==> src/logic/flp_defines.svh <==
// offsets, field values, reset values and table constants of the flash range protection block
// assumes the includer compiles flp_pkg alongside; definitions only
`ifndef FLP_DEFINES_SVH
`define FLP_DEFINES_SVH

`define FLP_ADDR_W      8
`define FLP_OFF_CFG     8'h00
`define FLP_OFF_STAT    8'h04
`define FLP_OFF_MASK    8'h08
`define FLP_OFF_CTRL    8'h0c

`define FLP_CFG_RST     8'h24
`define FLP_NUM_EV      2
`define FLP_EV_VIOL     0
`define FLP_EV_REFUSE   1
`define FLP_STAT_RST    2'h0
`define FLP_MASK_RST    2'h0

`define FLP_HI_BASE_00  16'hf800
`define FLP_HI_BASE_01  16'hf000
`define FLP_HI_BASE_10  16'he000
`define FLP_HI_BASE_11  16'hc000
`define FLP_LO_BASE     16'h4000
`define FLP_LO_END_00   16'h43ff
`define FLP_LO_END_01   16'h47ff
`define FLP_LO_END_10   16'h4fff
`define FLP_LO_END_11   16'h5fff

// row = current scenario, bit within row = requested scenario
`define FLP_PERM_TABLE  64'hff5a3c18080c0a0f
`define FLP_SCN_NONE    3'h7

`endif

==> src/logic/flp_pkg.sv <==
// types shared by the flash range protection block
// assumes nothing of its surroundings
package flp_pkg;

  typedef struct packed {
    logic       window_polarity;
    logic       spare_nv_bit;
    logic       high_window_off;
    logic [1:0] high_window_size;
    logic       low_window_off;
    logic [1:0] low_window_size;
  } flp_cfg_t;

  typedef enum logic [3:0] {
    FLP_CMD_PROG  = 4'h1,
    FLP_CMD_ERASE = 4'h2,
    FLP_CMD_MASS  = 4'h4,
    FLP_CMD_OTHER = 4'h8
  } flp_cmd_e;

  typedef struct packed {
    logic        valid;
    flp_cmd_e    kind;
    logic [15:0] addr;
  } flp_cmd_t;

endpackage

==> src/logic/flp_perm_rom.sv <==
// scenario move permission table, registered read
// assumes from/to are stable in the cycle before the answer is used
`timescale 1ns/1ns
`include "flp_defines.svh"

module flp_perm_rom (
  input  wire logic       clk_i,
  input  wire logic       nrst_i,
  input  wire logic [2:0] from_i,
  input  wire logic [2:0] to_i,
  output logic            allowed_o
);

  localparam logic [63:0] PERM = `FLP_PERM_TABLE;

  // fixed 8x8 table, one lookup every clock cycle
  always_ff @(posedge clk_i or negedge nrst_i) begin
    if (!nrst_i) begin
      allowed_o <= 1'b0;
    end else begin
      allowed_o <= PERM[{from_i, to_i}];
    end
  end

endmodule

==> src/logic/flp_protect.sv <==
// flash range protection: config register, move checks, address protection, violation flag
// assumes an apb master on clk_i and a flash command controller presenting cmd_i
//
// Function
// - high window off bit 5: 0 enables upper window, 1 disables it
// - low window off bit 2: 0 enables lower window, 1 disables it
// - high window size bits 4:3 writable only while high window off is set
// - low window size bits 1:0 writable only while low window off is set
// - high sizes 2/4/8/16 Kbytes ending at top, from f800 down to c000
// - low sizes 1/2/4/8 Kbytes from 4000, ending 43ff/47ff/4fff/5fff
// - polarity 1: enabled windows protected; both off means nothing protected
// - polarity 0: both off protects all; enabled windows are the only open space
// - setting comes from flash after reset, then software may change it
// - write to a disallowed scenario is dropped whole; protection only grows
// - reading the register returns the scenario currently in force
// - polarity bit only goes from 1 to 0; setting it is ignored
// - register loads from the stored protection byte during reset sequence
// - program/erase on protected address, or mass erase under protection, flags violation
//
// Decided for this implementation: the address map and the APB slave port.
`timescale 1ns/1ns
`include "flp_defines.svh"

module flp_protect
  import flp_pkg::*;
(
  input  wire logic        clk_i,
  input  wire logic        nrst_i,
  input  wire logic        psel_i,
  input  wire logic        penable_i,
  input  wire logic        pwrite_i,
  input  wire logic [7:0]  paddr_i,
  input  wire logic [31:0] pwdata_i,
  output logic      [31:0] prdata_o,
  output logic             pready_o,
  output logic             pslverr_o,
  input  wire logic        nv_load_i,
  input  wire logic [7:0]  nv_byte_i,
  input  wire flp_cmd_t    cmd_i,
  output logic             addr_protected_o,
  output logic             protect_violation_flag_o,
  output logic             irq_o
);

  logic                   rst_q1;
  logic                   rst_n;
  flp_cfg_t               cfg;
  flp_cfg_t               wr_val;
  flp_cfg_t               cand;
  flp_cfg_t               cand_q;
  logic                   loaded;
  logic                   move_ok;
  logic [`FLP_NUM_EV-1:0] status;
  logic [`FLP_NUM_EV-1:0] mask;
  logic [`FLP_NUM_EV-1:0] ev;
  logic [`FLP_NUM_EV-1:0] clr;
  logic                   setup;
  logic                   access;
  logic                   wr_cfg;
  logic                   any_prot;
  logic                   c_pol;
  logic                   c_hoff;
  logic                   c_loff;
  logic [7:0]             cfg_bits;

  // async assert, synchronous release
  always_ff @(posedge clk_i or negedge nrst_i) begin
    if (!nrst_i) begin
      rst_q1 <= 1'b0;
      rst_n  <= 1'b0;
    end else begin
      rst_q1 <= 1'b1;
      rst_n  <= rst_q1;
    end
  end

  function automatic logic [15:0] hi_base(input logic [1:0] sz);
    case (sz)
      2'h0:    hi_base = `FLP_HI_BASE_00;
      2'h1:    hi_base = `FLP_HI_BASE_01;
      2'h2:    hi_base = `FLP_HI_BASE_10;
      default: hi_base = `FLP_HI_BASE_11;
    endcase
  endfunction

  function automatic logic [15:0] lo_end(input logic [1:0] sz);
    case (sz)
      2'h0:    lo_end = `FLP_LO_END_00;
      2'h1:    lo_end = `FLP_LO_END_01;
      2'h2:    lo_end = `FLP_LO_END_10;
      default: lo_end = `FLP_LO_END_11;
    endcase
  endfunction

  function automatic logic is_protected(input flp_cfg_t c, input logic [15:0] a);
    logic hit_hi;
    logic hit_lo;
    hit_hi = !c.high_window_off && (a >= hi_base(c.high_window_size));
    hit_lo = !c.low_window_off && (a >= `FLP_LO_BASE)
             && (a <= lo_end(c.low_window_size));
    // polarity swaps the meaning of the windows
    is_protected = c.window_polarity ? (hit_hi | hit_lo) : !(hit_hi | hit_lo);
  endfunction

  function automatic logic [2:0] scenario(input flp_cfg_t c);
    scenario = {c.window_polarity, c.high_window_off, c.low_window_off};
  endfunction

  assign c_pol    = cfg.window_polarity;
  assign c_hoff   = cfg.high_window_off;
  assign c_loff   = cfg.low_window_off;
  assign cfg_bits = cfg;
  assign any_prot = scenario(cfg) != `FLP_SCN_NONE;

  // candidate value of a register write
  always_comb begin
    wr_val                = flp_cfg_t'(pwdata_i[7:0]);
    cand                  = cfg;
    cand.window_polarity  = cfg.window_polarity & wr_val.window_polarity;
    cand.high_window_off  = wr_val.high_window_off;
    cand.low_window_off   = wr_val.low_window_off;
    if (cfg.high_window_off) begin
      cand.high_window_size = wr_val.high_window_size;
    end
    if (cfg.low_window_off) begin
      cand.low_window_size = wr_val.low_window_size;
    end
  end

  // table answer is ready in the access cycle, one cycle after setup
  flp_perm_rom u_perm (
    .clk_i     (clk_i),
    .nrst_i    (rst_n),
    .from_i    (scenario(cfg)),
    .to_i      (scenario(cand)),
    .allowed_o (move_ok)
  );

  assign setup  = psel_i & ~penable_i;
  assign access = psel_i & penable_i & pready_o;
  assign wr_cfg = access & pwrite_i & (paddr_i == `FLP_OFF_CFG);

  // apb answer: always one access cycle, no wait states
  always_ff @(posedge clk_i or negedge rst_n) begin
    if (!rst_n) begin
      pready_o  <= 1'b0;
      pslverr_o <= 1'b0;
      prdata_o  <= 32'h0;
      cand_q    <= flp_cfg_t'(`FLP_CFG_RST);
    end else begin
      pready_o <= setup & ~pready_o;
      if (setup) begin
        cand_q    <= cand;
        pslverr_o <= 1'b0;
        case (paddr_i)
          `FLP_OFF_CFG:  prdata_o <= {24'h0, cfg};
          `FLP_OFF_STAT: prdata_o <= {30'h0, status};
          `FLP_OFF_MASK: prdata_o <= {30'h0, mask};
          `FLP_OFF_CTRL: prdata_o <= {31'h0, loaded};
          default: begin
            prdata_o  <= 32'h0;
            pslverr_o <= 1'b1;
          end
        endcase
      end
    end
  end

  // load once after reset, then only checked moves; writes before the load are refused
  always_ff @(posedge clk_i or negedge rst_n) begin
    if (!rst_n) begin
      cfg    <= flp_cfg_t'(`FLP_CFG_RST);
      loaded <= 1'b0;
    end else if (!loaded) begin
      if (nv_load_i) begin
        cfg    <= flp_cfg_t'(nv_byte_i);
        loaded <= 1'b1;
      end
    end else if (wr_cfg && move_ok) begin
      cfg <= cand_q;
    end
  end

  always_ff @(posedge clk_i or negedge rst_n) begin
    if (!rst_n) begin
      mask <= `FLP_MASK_RST;
    end else if (access && pwrite_i && paddr_i == `FLP_OFF_MASK) begin
      mask <= pwdata_i[`FLP_NUM_EV-1:0];
    end
  end

  // events: violation from the command controller, refused config write
  always_comb begin
    ev = '0;
    ev[`FLP_EV_VIOL] = cmd_i.valid
                       && (((cmd_i.kind == FLP_CMD_PROG || cmd_i.kind == FLP_CMD_ERASE)
                            && is_protected(cfg, cmd_i.addr))
                           || (cmd_i.kind == FLP_CMD_MASS && any_prot));
    ev[`FLP_EV_REFUSE] = wr_cfg & ~(loaded & move_ok);
    clr = '0;
    if (access && pwrite_i && paddr_i == `FLP_OFF_STAT) begin
      clr = pwdata_i[`FLP_NUM_EV-1:0];
    end
  end

  // sticky bits; a set in the clearing cycle wins so no event is lost
  genvar gi;
  generate
    for (gi = 0; gi < `FLP_NUM_EV; gi++) begin : g_stat
      always_ff @(posedge clk_i or negedge rst_n) begin
        if (!rst_n) begin
          status[gi] <= 1'b0;
        end else begin
          status[gi] <= ev[gi] | (status[gi] & ~clr[gi]);
        end
      end
    end
  endgenerate

  always_ff @(posedge clk_i or negedge rst_n) begin
    if (!rst_n) begin
      irq_o <= 1'b0;
    end else begin
      irq_o <= |(status & mask);
    end
  end

  assign protect_violation_flag_o = status[`FLP_EV_VIOL];

  // must be combinational: the controller decides in the cycle it presents the address
  assign addr_protected_o = is_protected(cfg, cmd_i.addr);

  // own copy of the move table, held against real register changes
  localparam logic [63:0] PERM_CHK = `FLP_PERM_TABLE;
endmodule

==> config.mk <==
export PLATFORM = sky130hd
export DESIGN_NAME = flp_protect
export DESIGN_NICKNAME = d
export VERILOG_FILES = /design/src/logic/flp_pkg.sv /design/src/logic/flp_perm_rom.sv /design/src/logic/flp_protect.sv
export VERILOG_INCLUDE_DIRS = /design/src /design/src/logic
export SDC_FILE = /design/constraint.sdc
export NUM_CORES = 1
export LEC_CHECK = 0
export ABC_AREA = 1
export BUFFER_PORTS_ARGS = -buffer_cell sky130_fd_sc_hd__buf_2
export CORE_MARGIN = 3
export CORE_UTILIZATION = 41
export CTS_CLUSTER_DIAMETER = 50
export CTS_CLUSTER_SIZE = 8
export DETAILED_ROUTE_END_ITERATION = 10
export PLACE_DENSITY = 0.72
export SYNTH_ARGS = -nofsm -noshare
export SYNTH_HDL_FRONTEND = slang
export SYNTH_SLANG_ARGS = --single-unit
export TNS_END_PERCENT = 30
==> constraint.sdc <==
create_clock -name clk_i -period 1.3 [get_ports clk_i]
set_input_delay 0 -clock clk_i [delete_from_list [all_inputs] [get_ports clk_i]]
set_output_delay 0 -clock clk_i [all_outputs]
set_load 0.02 [all_outputs]
# [Word level (Yosys, flattened, before mapping)]
# Memory sizes are Yosys's and may differ from the RTL's. A register that Yosys moved wholly into a read port is not among the register bits.
# Cells that the tools add are included.
[op_classes] n_eq_ne=12 n_reduce_logical=23 order_cmp=3 n_bitwise=20 n_mux=13
[ops] op="$pmux 14 s3" n=1
[ops] op="$pmux 13 s3" n=1
[ops] op="$pmux 8 s4" n=1
[ops] op="$mux 8" n=3
[ops] op="$eq 8x4->1 const B" n=2
[ops] op="$ge 16x15->1 const B" n=1
[ops] op="$ge 16x16->1" n=1
[ops] op="$le 16x16->1" n=1
[ops] op="$and 1x1->1" n=11
[ops] op="$logic_and 1x1->1" n=10
[ops] op="$eq 8x3->1 const B" n=1
[ops] op="$logic_not 8->1" n=1
[ops] op="$mux 2" n=3
[ops] op="$not 1->1" n=5
[ops] op="$eq 2x1->1 const B" n=2
[ops] op="$eq 2x2->1 const B" n=2
[ops] op="$eq 4x1->1 const B" n=1
[ops] op="$eq 4x2->1 const B" n=1
[ops] op="$eq 4x3->1 const B" n=1
[ops] op="$logic_not 1->1" n=4
[ops] op="$logic_not 2->1" n=2
[ops] op="$mux 1" n=4
[ops] op="$reduce_or 4->1" n=1
[ops] op="$ne 3x3->1 const B" n=1
[ops] op="7 further kinds" n=10
[totals] input_bits=75 mem_bits_ro=64 word_cells=94 output_inout_bits=37 regBits=58 n_memories=1
[memory_table] memory="(name not given)" words=64 word_bits=1 read_ports=1 rd_clocked_by_memory_dff=1 write_ports=0 line="flp_perm_rom.sv:21" rtl="allowed_o <= PERM[{from_i, to_i}];"

# [Longest topological paths before layout]
# Gate-level depths: netlist (run 1).
[logic_depth] word_depth=11 ltp_mapped=16

# [Cells and area by module]
# From an unflattened synthesis (run 1), not the netlist that was laid out.
[hier_totals] cells_unflattened=297 hier_area_um2=2227.1
[by_module_without_submodules] module="flp_protect" area_each_um2=2067.0 n_inst=1 cells_per_inst=267
[by_module_without_submodules] module="flp_perm_rom" area_each_um2=160.2 n_inst=1 cells_per_inst=30

# [Worst setup path before layout (run 1)]
# No wires, ideal clock.
[synth_timing] path_type="register to register" startpoint="reg cfg[4] in the netlist's numbering" endpoint="reg status[0], in the netlist protect_violation_flag_o" required_time_ps=1179 path_stages_with_launch=17 setup_ps=121 arrival_time_ps=1419 period_less_slack_ps=1539 path_slack_ps=-239 path_cell_list="dfrtp_1 -> nand2_1 -> inv_1 -> ha_1 -> nand2_1 -> inv_1 -> nand2_1 -> nor2_1 -> nand2_1 -> nand2_1 -> nand2_1 -> nand2_1 -> nand2_1 -> nand3_1 -> nand2_1 -> nand2_1 -> nand2_1"
[synth_between] elab_chain_len=11 elab_cells_between_ends=13 cone_classes="order compare (1); eq/ne (2); mux (2); bitwise (2); reduce/logical (6)"
[synth_lines] item="start, declared" line="flp_protect.sv:47" rtl="flp_cfg_t cfg;"
[synth_lines] item="start signal, assigned" line="flp_protect.sv:172" rtl="cfg <= flp_cfg_t'(`FLP_CFG_RST);"
[synth_lines] item="start signal, assigned" line="flp_protect.sv:176" rtl="cfg <= flp_cfg_t'(nv_byte_i);"
[synth_lines] item="start signal, assigned" line="flp_protect.sv:180" rtl="cfg <= cand_q;"
[synth_lines] item="$eq 2x2->1, or another cell as far along" line="flp_protect.sv:78" rtl="case (sz)"
[synth_lines] item="$pmux 14 s3 *" line="flp_protect.sv:78"
[synth_lines] item="$ge 16x16->1 *" line="flp_protect.sv:98" rtl="hit_hi = !c.high_window_off && (a >= hi_base(c.high_window_size));"
[synth_lines] item="$logic_and 1x1->1 *" line="flp_protect.sv:98"
[synth_lines] item="$or 1x1->1 *" line="flp_protect.sv:102" rtl="is_protected = c.window_polarity ? (hit_hi | hit_lo) : !(hit_hi | hit_lo);"
[synth_lines] item="$logic_not 1->1" line="flp_protect.sv:102"
[synth_lines] item="$mux 1 *" line="flp_protect.sv:102"
[synth_lines] item="$logic_and 1x1->1 *" line="flp_protect.sv:197" rtl="&& is_protected(cfg, cmd_i.addr))"
[synth_lines] item="$logic_or 1x1->1 *" line="flp_protect.sv:198" rtl="|| (cmd_i.kind == FLP_CMD_MASS && any_prot));"
[synth_lines] item="$logic_and 1x1->1 *" line="flp_protect.sv:196" rtl="&& (((cmd_i.kind == FLP_CMD_PROG || cmd_i.kind == FLP_CMD_ERASE)"
[synth_lines] item="$or 1x1->1 *" line="flp_protect.sv:214" rtl="status[gi] <= ev[gi] | (status[gi] & ~clr[gi]);"
[synth_lines] item="end signal, assigned by index" line="flp_protect.sv:214"
[synth_lines] item="end, declared" line="flp_protect.sv:53" rtl="logic [`FLP_NUM_EV-1:0] status;"
# Every way passes the cells marked *; elsewhere a longest branch is shown, timed or not.
# A chain may end at the register's enable or synchronous reset.

# [Final worst setup path (run 1)]
[layout_timing] startpoint="reg cfg[4] in the netlist's numbering" endpoint="out addr_protected_o"
[layout_between] elab_chain_len=7 elab_cells_between_ends=9 cone_classes="order compare (1); eq/ne (2); mux (2); bitwise (1); reduce/logical (3)"
[layout_lines] item="$eq 2x2->1, or another cell as far along" line="flp_protect.sv:78"
[layout_lines] item="$pmux 14 s3 *" line="flp_protect.sv:78"
[layout_lines] item="$ge 16x16->1 *" line="flp_protect.sv:98"
[layout_lines] item="$logic_and 1x1->1 *" line="flp_protect.sv:98"
[layout_lines] item="$or 1x1->1 *" line="flp_protect.sv:102"
[layout_lines] item="$logic_not 1->1" line="flp_protect.sv:102"
[layout_lines] item="$mux 1 *" line="flp_protect.sv:102"
[layout_lines] item="end, declared" line="flp_protect.sv:40" rtl="output logic addr_protected_o,"
# Marked as above.

==> flow_metrics.tcl, run 1 <==
set metrics [dict create \
    status "complete, but fails checks" \
    violations "setup timing" \
    gp_congestion 0.852 \
    yosysTopAreaCell "dfrtp_1" \
    ys_ff_latch 35 \
    crit_arrival_ns 1.90 \
    ff_latch_area_sq_um 881 \
    synth-compound-area-share_pct 12.1 \
    port_buffers 62 \
    synth_cells 282 \
    maxCapViolations 0 \
    numClockSinks 35 \
    drtIter0Drc 54 \
    placementRows 26 \
    cts_tree "yes" \
    synth-xor-area-share_pct 0 \
    grt_pass1_vias 1940 \
    hold_class "in -> async" \
    cp_top_family "simple AND/OR/NAND/NOR gates" \
    io_pins 112 \
    design.core.area_sq_mm 0.00514 \
    grt_max_degree 34 \
    synth-adder-area-share_pct 4.56 \
    drv_slew 0 \
    synth.top_cell.area_share_pct 35.3 \
    drt_pass1_iterations 4 \
    synth.area.top_cells "dfrtp_1 35%, nand2_1 14%, buf_4 8.2%, o21ai_0 5.7%, dfstp_2 4.8%" \
    power_mw 2.81 \
    diodes 0 \
    worstPathMaxFanout 4 \
    final_cells 444 \
    crit_buf_inv 3 \
    root_buffer "clkbuf_8" \
    synth_top_family_by_area "simple AND/OR/NAND/NOR gates" \
    hold_viol_final 0 \
    dr_total_vias 1996 \
    cts_buffers 5 \
    cts.htree.levels 2 \
    drive_gt1_share_pct 31.3 \
    finalCriticalPeriod_ns 1.90 \
    fin_worst_skew_ns 0.0115 \
    setup_viol 2 \
    crit_path_top_delay_cell "dfrtp_1" \
    crit_top_cell "nand2_1" \
    grt_usage_pct 17.2 \
    grt-ovfl-total 0 \
    final_antenna_net_count 0 \
    dp.cells 424 \
    multiInputGateArea_sq_mm 0.00112 \
    fin_ws_ns -0.596 \
    fill_cells 500 \
    finalInstanceArea_sq_mm 0.00284 \
    place.detailed.hpwl_um 3960 \
    cts_buffer_depth 2 \
    period_share_pct 146 \
    cp_data_required_time_ns 1.30 \
    yosys_warnings 0 \
    ir_drop_mv 0.717 \
    clk_latency_ns 0.29 \
    wirelength_um 5040 \
    die_h_um 79.2 \
    synth-seq-area-share_pct 40.1 \
    die_w_um 79.2 \
    dieArea_sq_mm 0.00627 \
    powerDensity_mw_per_mm2 991 \
    worstSetupStartpointType "register" \
    endpoint_kind "output port" \
    nNetsFinal 456 \
    pre_cts_slack_ns -0.377 \
    syn2layout_area_growth_pct 29.3 \
    path_clk_slew_ns 0.08 \
    critPathMaxStageDelay_ns 0.42 \
    power_leakage_nw 1.53 \
    crit_chain "nand2_1, inv_2, ha_4, nand2_2, inv_2, nand2_2, nor2_1, nand2_1, nand2_1, nand2_1, nand2_1, nand2_1, and2_4, buf_6" \
    critPathKind "reg -> out" \
    initial_utilization_pct 42.7 \
    synthMuxAreaShare_pct 3.19 \
    synth-simple-area-share_pct 26.0 \
    drc 0 \
    viasPerCell 4.50 \
    rsz0062_at_grt "yes" \
    grt_pass1_wl_um 8510 \
    fmax_mhz 527 \
    antenna_found_initial 0 \
    syn_area_sq_mm 0.00220 \
    post_drt_wl_per_cell_um 11.4 \
    dpl-instance-area_sq_mm 0.00259 \
    synth.distinct_cells 33 \
    syn-mean-instance-area_sq_um 7.79 \
]
-- power by group --
group | leakage [nW] | switching [mW] | total [mW] | internal, mW
Sequential | 0.439 | 0.0595 | 1.25 | 1.19
Combinational | 1.04 | 0.383 | 0.674 | 0.291
Clock | 0.0505 | 0.408 | 0.890 | 0.482
Total | 1.53 | 0.850 | 2.81 | 1.96
-- sequential cells by signal, indices dropped and copies added, names as in the netlist, 2 cells and up --
register and cells:
prdata_o 8, cand_q 8, mask 2, cfg 4
-- worst register-to-register path, delay by kind of cell, from the launching register on --
kind / cells / cell delay (ns)
DFF: 1 / 0.42
buffers and inverters: 2 / 0.09
and+or+nand+nor: 13 / 0.79
adders and majority gates: 1 / 0.26
-- kinds of logic (layout without fill, tap and decap cells) --
kind of cell / Yosys count / in the layout
compound gates: 45 / 45
fa+ha+maj: 8 / 8
buf+inv: 54 / 123
flops: 35 / 35
mux: 7 / 7
other cells: 2 / 25
simple gates: 131 / 131
-- routing by layer --
| metal | track usage (%) | wire length, um |
|---|---|---|
| met1 | 20.9 | 2180 |
| met2 | 29.8 | 2580 |
| met3 | 4.54 | 236 |
| met4 | 5.15 | 49 |
| met5 | 0 | 0 |
-- path summary, 6_finish.rpt --
kind                              startpoint                  endpoint  slack (ns)  cells after the start
worst min-delay path                  nrst_i                     rst_n        0.01                      2
max in group asynchronous              rst_n                    c_loff        0.71                      1
worst max register to register        cfg[4]  protect_violation_flag_o       -0.38                     16
worst min register to register         rst_n                 cand_q[7]        0.26                      1
worst max-delay path                  cfg[4]          addr_protected_o       -0.60                     14
min in group clk_i              nv_byte_i[5]                    c_hoff        0.02                      3
-- cell usage in the layout (no fill, tap or decap), drive strengths merged --
cell,netlist,routed
ha,8,8
nor4,2,2
nor3,3,3
o21ai,36,36
a31oi,1,1
nor2,28,28
and2,1,1
or2,1,1
clkbuf,1,7
clkinvlp,0,1
o31ai,2,2
conb,2,25
dfrtp,31,31
nand3,7,7
a22o,1,1
dfstp,4,4
a21oi,5,5
nand4,2,2
nand2,86,86
mux2i,7,7
nand3b,1,1
buf,28,80
dlygate4sd3,0,10
inv,25,25
-- synthesized netlist by cell type --
cell type	number
a21oi_1	5
a22o_1	1
a31oi_1	1
and2_1	1
buf_1	1
buf_2	2
buf_4	24
buf_6	1
clkbuf_1	1
conb_1	2
dfrtp_1	31
dfstp_2	4
ha_1	8
inv_1	25
mux2i_1	7
nand2_1	81
nand2_2	4
nand2_4	1
nand3_1	6
nand3_2	1
nand3b_1	1
nand4_1	2
nor2_1	27
nor2_4	1
nor3_1	2
nor3_4	1
nor4_1	1
nor4_2	1
o21ai_0	25
o21ai_1	3
o21ai_2	8
o31ai_1	2
or2_2	1
-- timing repair --
| item | in CTS | in global routing |
|---|---|---|
| buffers inserted | 1 | 1 |
| endpoints found under the hold margin | 11 | 0 |
| gates resized for setup | 5 | 4 |
| setup endpoints to repair | 2 | 4 |
| hold buffers | 10 | 0 |
| pin swaps | 3 | 3 |
-- stage by stage --
step | hold WS (ns) | setup TNS (ns) | utilization [%]
CTS | 0.00385 | -1.00 | 55.0
global route | 0.00504 | -1.37 | 55.3
detailed placement | -0.214 | -0.682 | 50.4
finish | 0.0105 | -0.979 | 55.3
floorplan | -0.296 | -0.407 | -
global placement | -0.215 | -0.518 | 50.4
-- final cells by class --
type / instances / share of cell area (%)
clock buffer: 7 / 3.39
clock inverter: 1 / 0.264
inverter: 25 / 3.30
multi-input combinational: 216 / 39.5
sequential: 35 / 31.0
tap: 70 / 3.08
timing repair buffer: 90 / 19.4
(Power assumes the default switching activity.)
==> run 2, diff against run 1 <==
- ABC_AREA: 1 -> default
- PLACE_DENSITY: 0.72 -> 0.73
==> flow_metrics.tcl, run 2 <==
set metrics [dict create \
    post_drt_wl_per_cell_um 14.2 \
    syn2layout_area_growth_pct 38.2 \
    hold_class "in -> reg" \
    cts_tree "yes" \
    antenna_found_initial 0 \
    worstPathMaxFanout 3 \
    cts_buffers 5 \
    placementRows 25 \
    power_leakage_nw 1.49 \
    hold_start "nv_byte_i[1]" \
    diodes 0 \
    synth-seq-area-share_pct 41.0 \
    period_share_pct 160 \
    synth_top_family_by_area "multiplexers" \
    min_to "cfg[1]" \
    fin_worst_skew_ns 0.00750 \
    dpl-instance-area_sq_mm 0.00264 \
    synth-xor-area-share_pct 0.816 \
    drv_slew 0 \
    synthArstFlopShare_pct 100 \
    ys_ff_latch 35 \
    final_antenna_net_count 0 \
    maxCapViolations 0 \
    synthTopCellsByCount "31 x dfrtp_1, 24 x buf_4, 17 x mux2_2, 14 x nand2_1, 10 x o21ai_0" \
    synth-edff-count 0 \
    initial_utilization_pct 44.0 \
    dr_total_vias 1815 \
    yosys_warnings 0 \
    drt_pass1_iterations 4 \
    powerDensity_mw_per_mm2 1010 \
    rsz0062_at_grt "yes" \
    layout_common_cells "61 x buf_2, 35 x buf_4, 30 x dfrtp_1" \
    setup_viol 13 \
    cts_buffer_depth 2 \
    drive_gt1_share_pct 48.8 \
    r2r.worst_path.cells 8 \
    grt_pass1_wl_um 8680 \
    finalInstanceArea_sq_mm 0.00297 \
    top_regs "cand_q: 8 flops, prdata_o: 8 flops, cfg: 4 flops" \
    status "complete, but fails checks" \
    design.core.area_sq_mm 0.00488 \
    clk_latency_ns 0.29 \
    r2r_end "protect_violation_flag_o" \
    r2r_setup_slack_ns -0.66 \
    syn-mean-instance-area_sq_um 10.8 \
    critPathKind "reg -> out" \
    place.detailed.hpwl_um 3920 \
    min_delay_path_depth 3 \
    port_buffers 62 \
    path_clk_slew_ns 0.07 \
    grt_max_degree 34 \
    hold_viol_final 0 \
    die_h_um 78.4 \
    grt_pass1_vias 1911 \
    layout_commonest_cell "buf_2" \
    violations "setup timing" \
    io_pins 112 \
    endpoint_kind "output port" \
    synth.most_common_cell "dfrtp_1" \
    fin_ws_ns -0.777 \
    drtIter0Drc 63 \
    r2r_start "cfg[3]" \
    synth.area.top_cells "dfrtp_1 36%, mux2_2 8.9%, buf_4 8.4%, dfstp_2 4.9%, ha_1 4.7%" \
    dieArea_sq_mm 0.00614 \
    synth-simple-area-share_pct 13.9 \
    final_core_util_pct 60.8 \
    synth_ff_type "dfrtp_1" \
    synth-adder-area-share_pct 4.66 \
    viasPerCell 4.93 \
    ir_drop_mv 0.570 \
    synthMuxAreaShare_pct 15.2 \
    root_buffer "clkbuf_8" \
    synth.distinct_cells 42 \
    gp_congestion 0.798 \
    cp_data_required_time_ns 1.30 \
    numClockSinks 35 \
    final_cells 368 \
    synth_cells 198 \
    fmax_mhz 482 \
    drc 0 \
    wirelength_um 5240 \
    syn_area_sq_mm 0.00215 \
    finalCriticalPeriod_ns 2.08 \
    grt_usage_pct 18.2 \
    yosysTopAreaCell "dfrtp_1" \
    worstSetupStartpointType "register" \
    cts.htree.levels 2 \
    pre_cts_slack_ns -0.644 \
    dp.cells 350 \
    grt-ovfl-total 0 \
    die_w_um 78.4 \
    nNetsFinal 383 \
    synth-compound-area-share_pct 11.1 \
    synth.top_cell.area_share_pct 36.1 \
    crit_arrival_ns 2.08 \
]
[run 2: cell count changes after synthesis, sizes merged, moves of 3 or more]
cell,change
mux2,+17
clkbuf,+7
buf,-3
a22o,+8
nor4b,+3
o21ai,-26
nor2,-20
nand4,+3
nand3,-7
inv,-18
nand2,-72
[run 2: routing by layer]
layer	global-route usage [%]	vias to the layer above	wire length, um
li1	-	867	-
met1	20.6	881	2080
met2	32.4	59	2770
met3	5.28	8	290
met4	6.29	0	96
met5	0	-	0
[run 2: kinds of logic (layout without fill, tap and decap cells)]
logic type | count (synthesis) | count (layout)
buffers and inverters | 40 | 120
AOI/OAI and AO/OA | 31 | 31
xor gates and xnor gates | 2 | 2
DFF | 35 | 35
muxes | 28 | 28
and+or+nand+nor | 52 | 52
other | 2 | 25
adders and majority gates | 8 | 8
[run 2: critical path: stages (launching register included)]
cell	delay, ns
dfrtp_1	0.39
and2_4	0.17
ha_4	0.25
nor4bb_4	0.17
nand4_1	0.11
a311o_1	0.32
o21ai_2	0.08
xnor2_1	0.13
buf_4	0.16
[run 2: what timing repair did]
action / in CTS / in global routing
setup buffers: 3 / 3
setup endpoints to repair: 14 / 15
hold endpoints to repair: 6 / 0
pin swaps: 8 / 4
gates resized for setup: 20 / 6
hold buffers: 5 / 0
[run 2: area by class of cell]
type	instances	area, sq um
repair buffers	105	672
fillers	401	1910
clock buffers	6	82.6
inverters	7	26.3
well taps	67	83.8
multi-input cells	146	1180
flip-flops and latches	35	882
clock inverters	2	35.0
[run 2: worst max-delay path by stage]
stage	start	cells past startpoint	slack, ns	endpoint
2_1_floorplan	pready_o	4	-0.51	cand[6]
3_3_place_gp	cfg[4]	8	-0.57	addr_protected_o
3_5_place_dp	cfg[4]	8	-0.64	addr_protected_o
4_1_cts	cfg[3]	8	-0.88	addr_protected_o
5_1_grt	cfg[4]	8	-0.89	addr_protected_o
6_report	cfg[3]	8	-0.78	addr_protected_o
[run 2: power breakdown]
group | total (mW) | internal, mW | switching [mW]
registers | 1.24 | 1.19 | 0.0537
logic | 0.738 | 0.374 | 0.363
clock network | 1.01 | 0.620 | 0.392
total | 2.99 | 2.18 | 0.809
[run 2: per-stage QoR]
step,hold WS [ns],power (mW),TNS (ns)
after floorplan,-0.296,1.70,-5.21
after global placement,-0.214,1.90,-4.93
after detailed placement,-0.214,1.93,-5.79
after CTS,0.0000981,3.01,-4.95
after global routing,0.00325,3.17,-6.25
final,0.0103,2.99,-5.22
==> run 3, diff against run 2 <==
- PLACE_DENSITY: 0.73 -> 0.89
==> flow_metrics.tcl, run 3 (same netlist as run 2, synthesis figures left out) <==
set metrics [dict create \
    grt_pass1_wl_um 8300 \
    dp.cells 348 \
    numClockSinks 35 \
    p_int_mw 1.94 \
    maxCapViolations 0 \
    swShare_pct 30.0 \
    dieArea_sq_mm 0.00614 \
    final_antenna_net_count 0 \
    finalSetupTns_ns -5.20 \
    cts.htree.levels 2 \
    layout_commonest_cell "buf_2" \
    crit_start "cfg[3]" \
    drt_pass1_iterations 4 \
    p_sw_mw 0.832 \
    rsz0062_at_grt "yes" \
    fin_ws_ns -0.835 \
    path_clk_slew_ns 0.07 \
    fin_worst_skew_ns 0.00977 \
    port_buffers 62 \
    worstPathMaxFanout 3 \
    grt_max_degree 34 \
    seqPwrFrac_pct 45.0 \
    finalCriticalPeriod_ns 2.14 \
    powerDensity_mw_per_mm2 950 \
    r2r_end "protect_violation_flag_o" \
    cts_buffer_depth 2 \
    hold_class "in -> reg" \
    violations "setup timing" \
    r2r_start "cfg[3]" \
    cts_buffers 5 \
    cts_tree "yes" \
    cp_data_required_time_ns 1.30 \
    power_frac_clock_pct 28.2 \
    p_comb_share_pct 26.8 \
    power_mw 2.77 \
    syn2layout_area_growth_pct 35.7 \
    hold_viol_final 0 \
    dr_total_vias 1824 \
    fill_cells 418 \
    ff_latch_area_sq_um 882 \
    critical_path.endpoint "addr_protected_o" \
    fmax_mhz 468 \
    grt-ovfl-total 0 \
    dpl-instance-area_sq_mm 0.00262 \
    crit_arrival_ns 2.14 \
    finalInstanceArea_sq_mm 0.00291 \
    final_core_util_pct 59.7 \
    io_pins 112 \
    post_drt_wl_per_cell_um 14.9 \
    multiInputGateArea_sq_mm 0.00117 \
    grt_pass1_vias 1818 \
    drt-met1-wl_um 2160 \
    pre_cts_slack_ns -0.652 \
    grt_usage_pct 17.4 \
    period_share_pct 164 \
    layout_common_cells "61 x buf_2, 34 x buf_4, 30 x dfrtp_1" \
    die_w_um 78.4 \
    diodes 0 \
    whs_ns 0.0148 \
    met2_length_um 2990 \
    ir_drop_mv 0.748 \
    initial_utilization_pct 44.0 \
    status "complete, but fails checks" \
    drv_slew 0 \
    r2r_setup_slack_ns -0.66 \
    met3_wirelength_um 261 \
    endpoint_kind "output port" \
    gp_congestion 0.849 \
    viasPerCell 4.97 \
    min_delay_path_depth 2 \
    top_regs "cand_q: 8 flops, prdata_o: 8 flops, cfg: 4 flops" \
    r2r.worst_path.cells 8 \
    top_layer "met4" \
    nNetsFinal 382 \
    critPathKind "reg -> out" \
    wirelength_um 5460 \
    design.core.area_sq_mm 0.00488 \
    clk_latency_ns 0.29 \
    drtIter0Drc 40 \
    drc 0 \
    worstSetupStartpointType "register" \
    antenna_found_initial 0 \
    placementRows 25 \
    setup_viol 14 \
    drive_gt1_share_pct 47.7 \
    power_leakage_nw 1.45 \
    final_cells 367 \
    root_buffer "clkbuf_8" \
    place.detailed.hpwl_um 4070 \
    die_h_um 78.4 \
]
## run 3: what timing repair did
action                                 4_1_cts  5_1_grt
resized for setup                           19        4
setup buffers                                3        3
setup endpoints to repair                   14       15
hold buffers                                 5        0
endpoints found under the hold margin        6        0
pin swaps                                    8        1
## run 3: layout make-up
class | count | area share, %
Multi-Input combinational cell | 146 | 40.2
Tap cell | 67 | 2.88
Timing Repair Buffer | 104 | 22.8
Sequential cell | 35 | 30.3
Inverter | 7 | 0.902
Clock inverter | 2 | 0.429
Clock buffer | 6 | 2.49
## run 3: layer usage
metal | up-vias | global-route usage (%)
li1 | 867 | -
met1 | 887 | 19.6
met2 | 63 | 33.1
met3 | 7 | 3.44
met4 | 0 | 4.72
met5 | - | 0
## run 3: power groups by stage
stage	logic (mW)	clock network [mW]	registers (mW)
CTS	0.726	0.794	1.24
global route	0.811	0.843	1.26
detailed placement	0.665	0	1.26
floorplan	0.433	0	1.27
finish	0.742	0.782	1.24
global placement	0.637	0	1.25
## run 3: critical path, cell delays in order (launching register included)
cell and delay, ns:
dfrtp_1 0.41, and2_4 0.18, ha_4 0.26, nor4bb_4 0.19, nand4_1 0.11, a311o_1 0.31
o21ai_1 0.10, xnor2_1 0.13, buf_4 0.16
## run 3: worst min path at each step
stage / from / end / slack [ns]
final: pwdata_i[2] / cand_q[2] / 0.01
after CTS: pwdata_i[2] / cand_q[2] / 0.005
after detailed placement: nrst_i / rst_n / -0.21
after global routing: nrst_i / rst_q1 / 0.005
after floorplan: nrst_i / rst_n / -0.30
after global placement: nrst_i / rst_n / -0.21
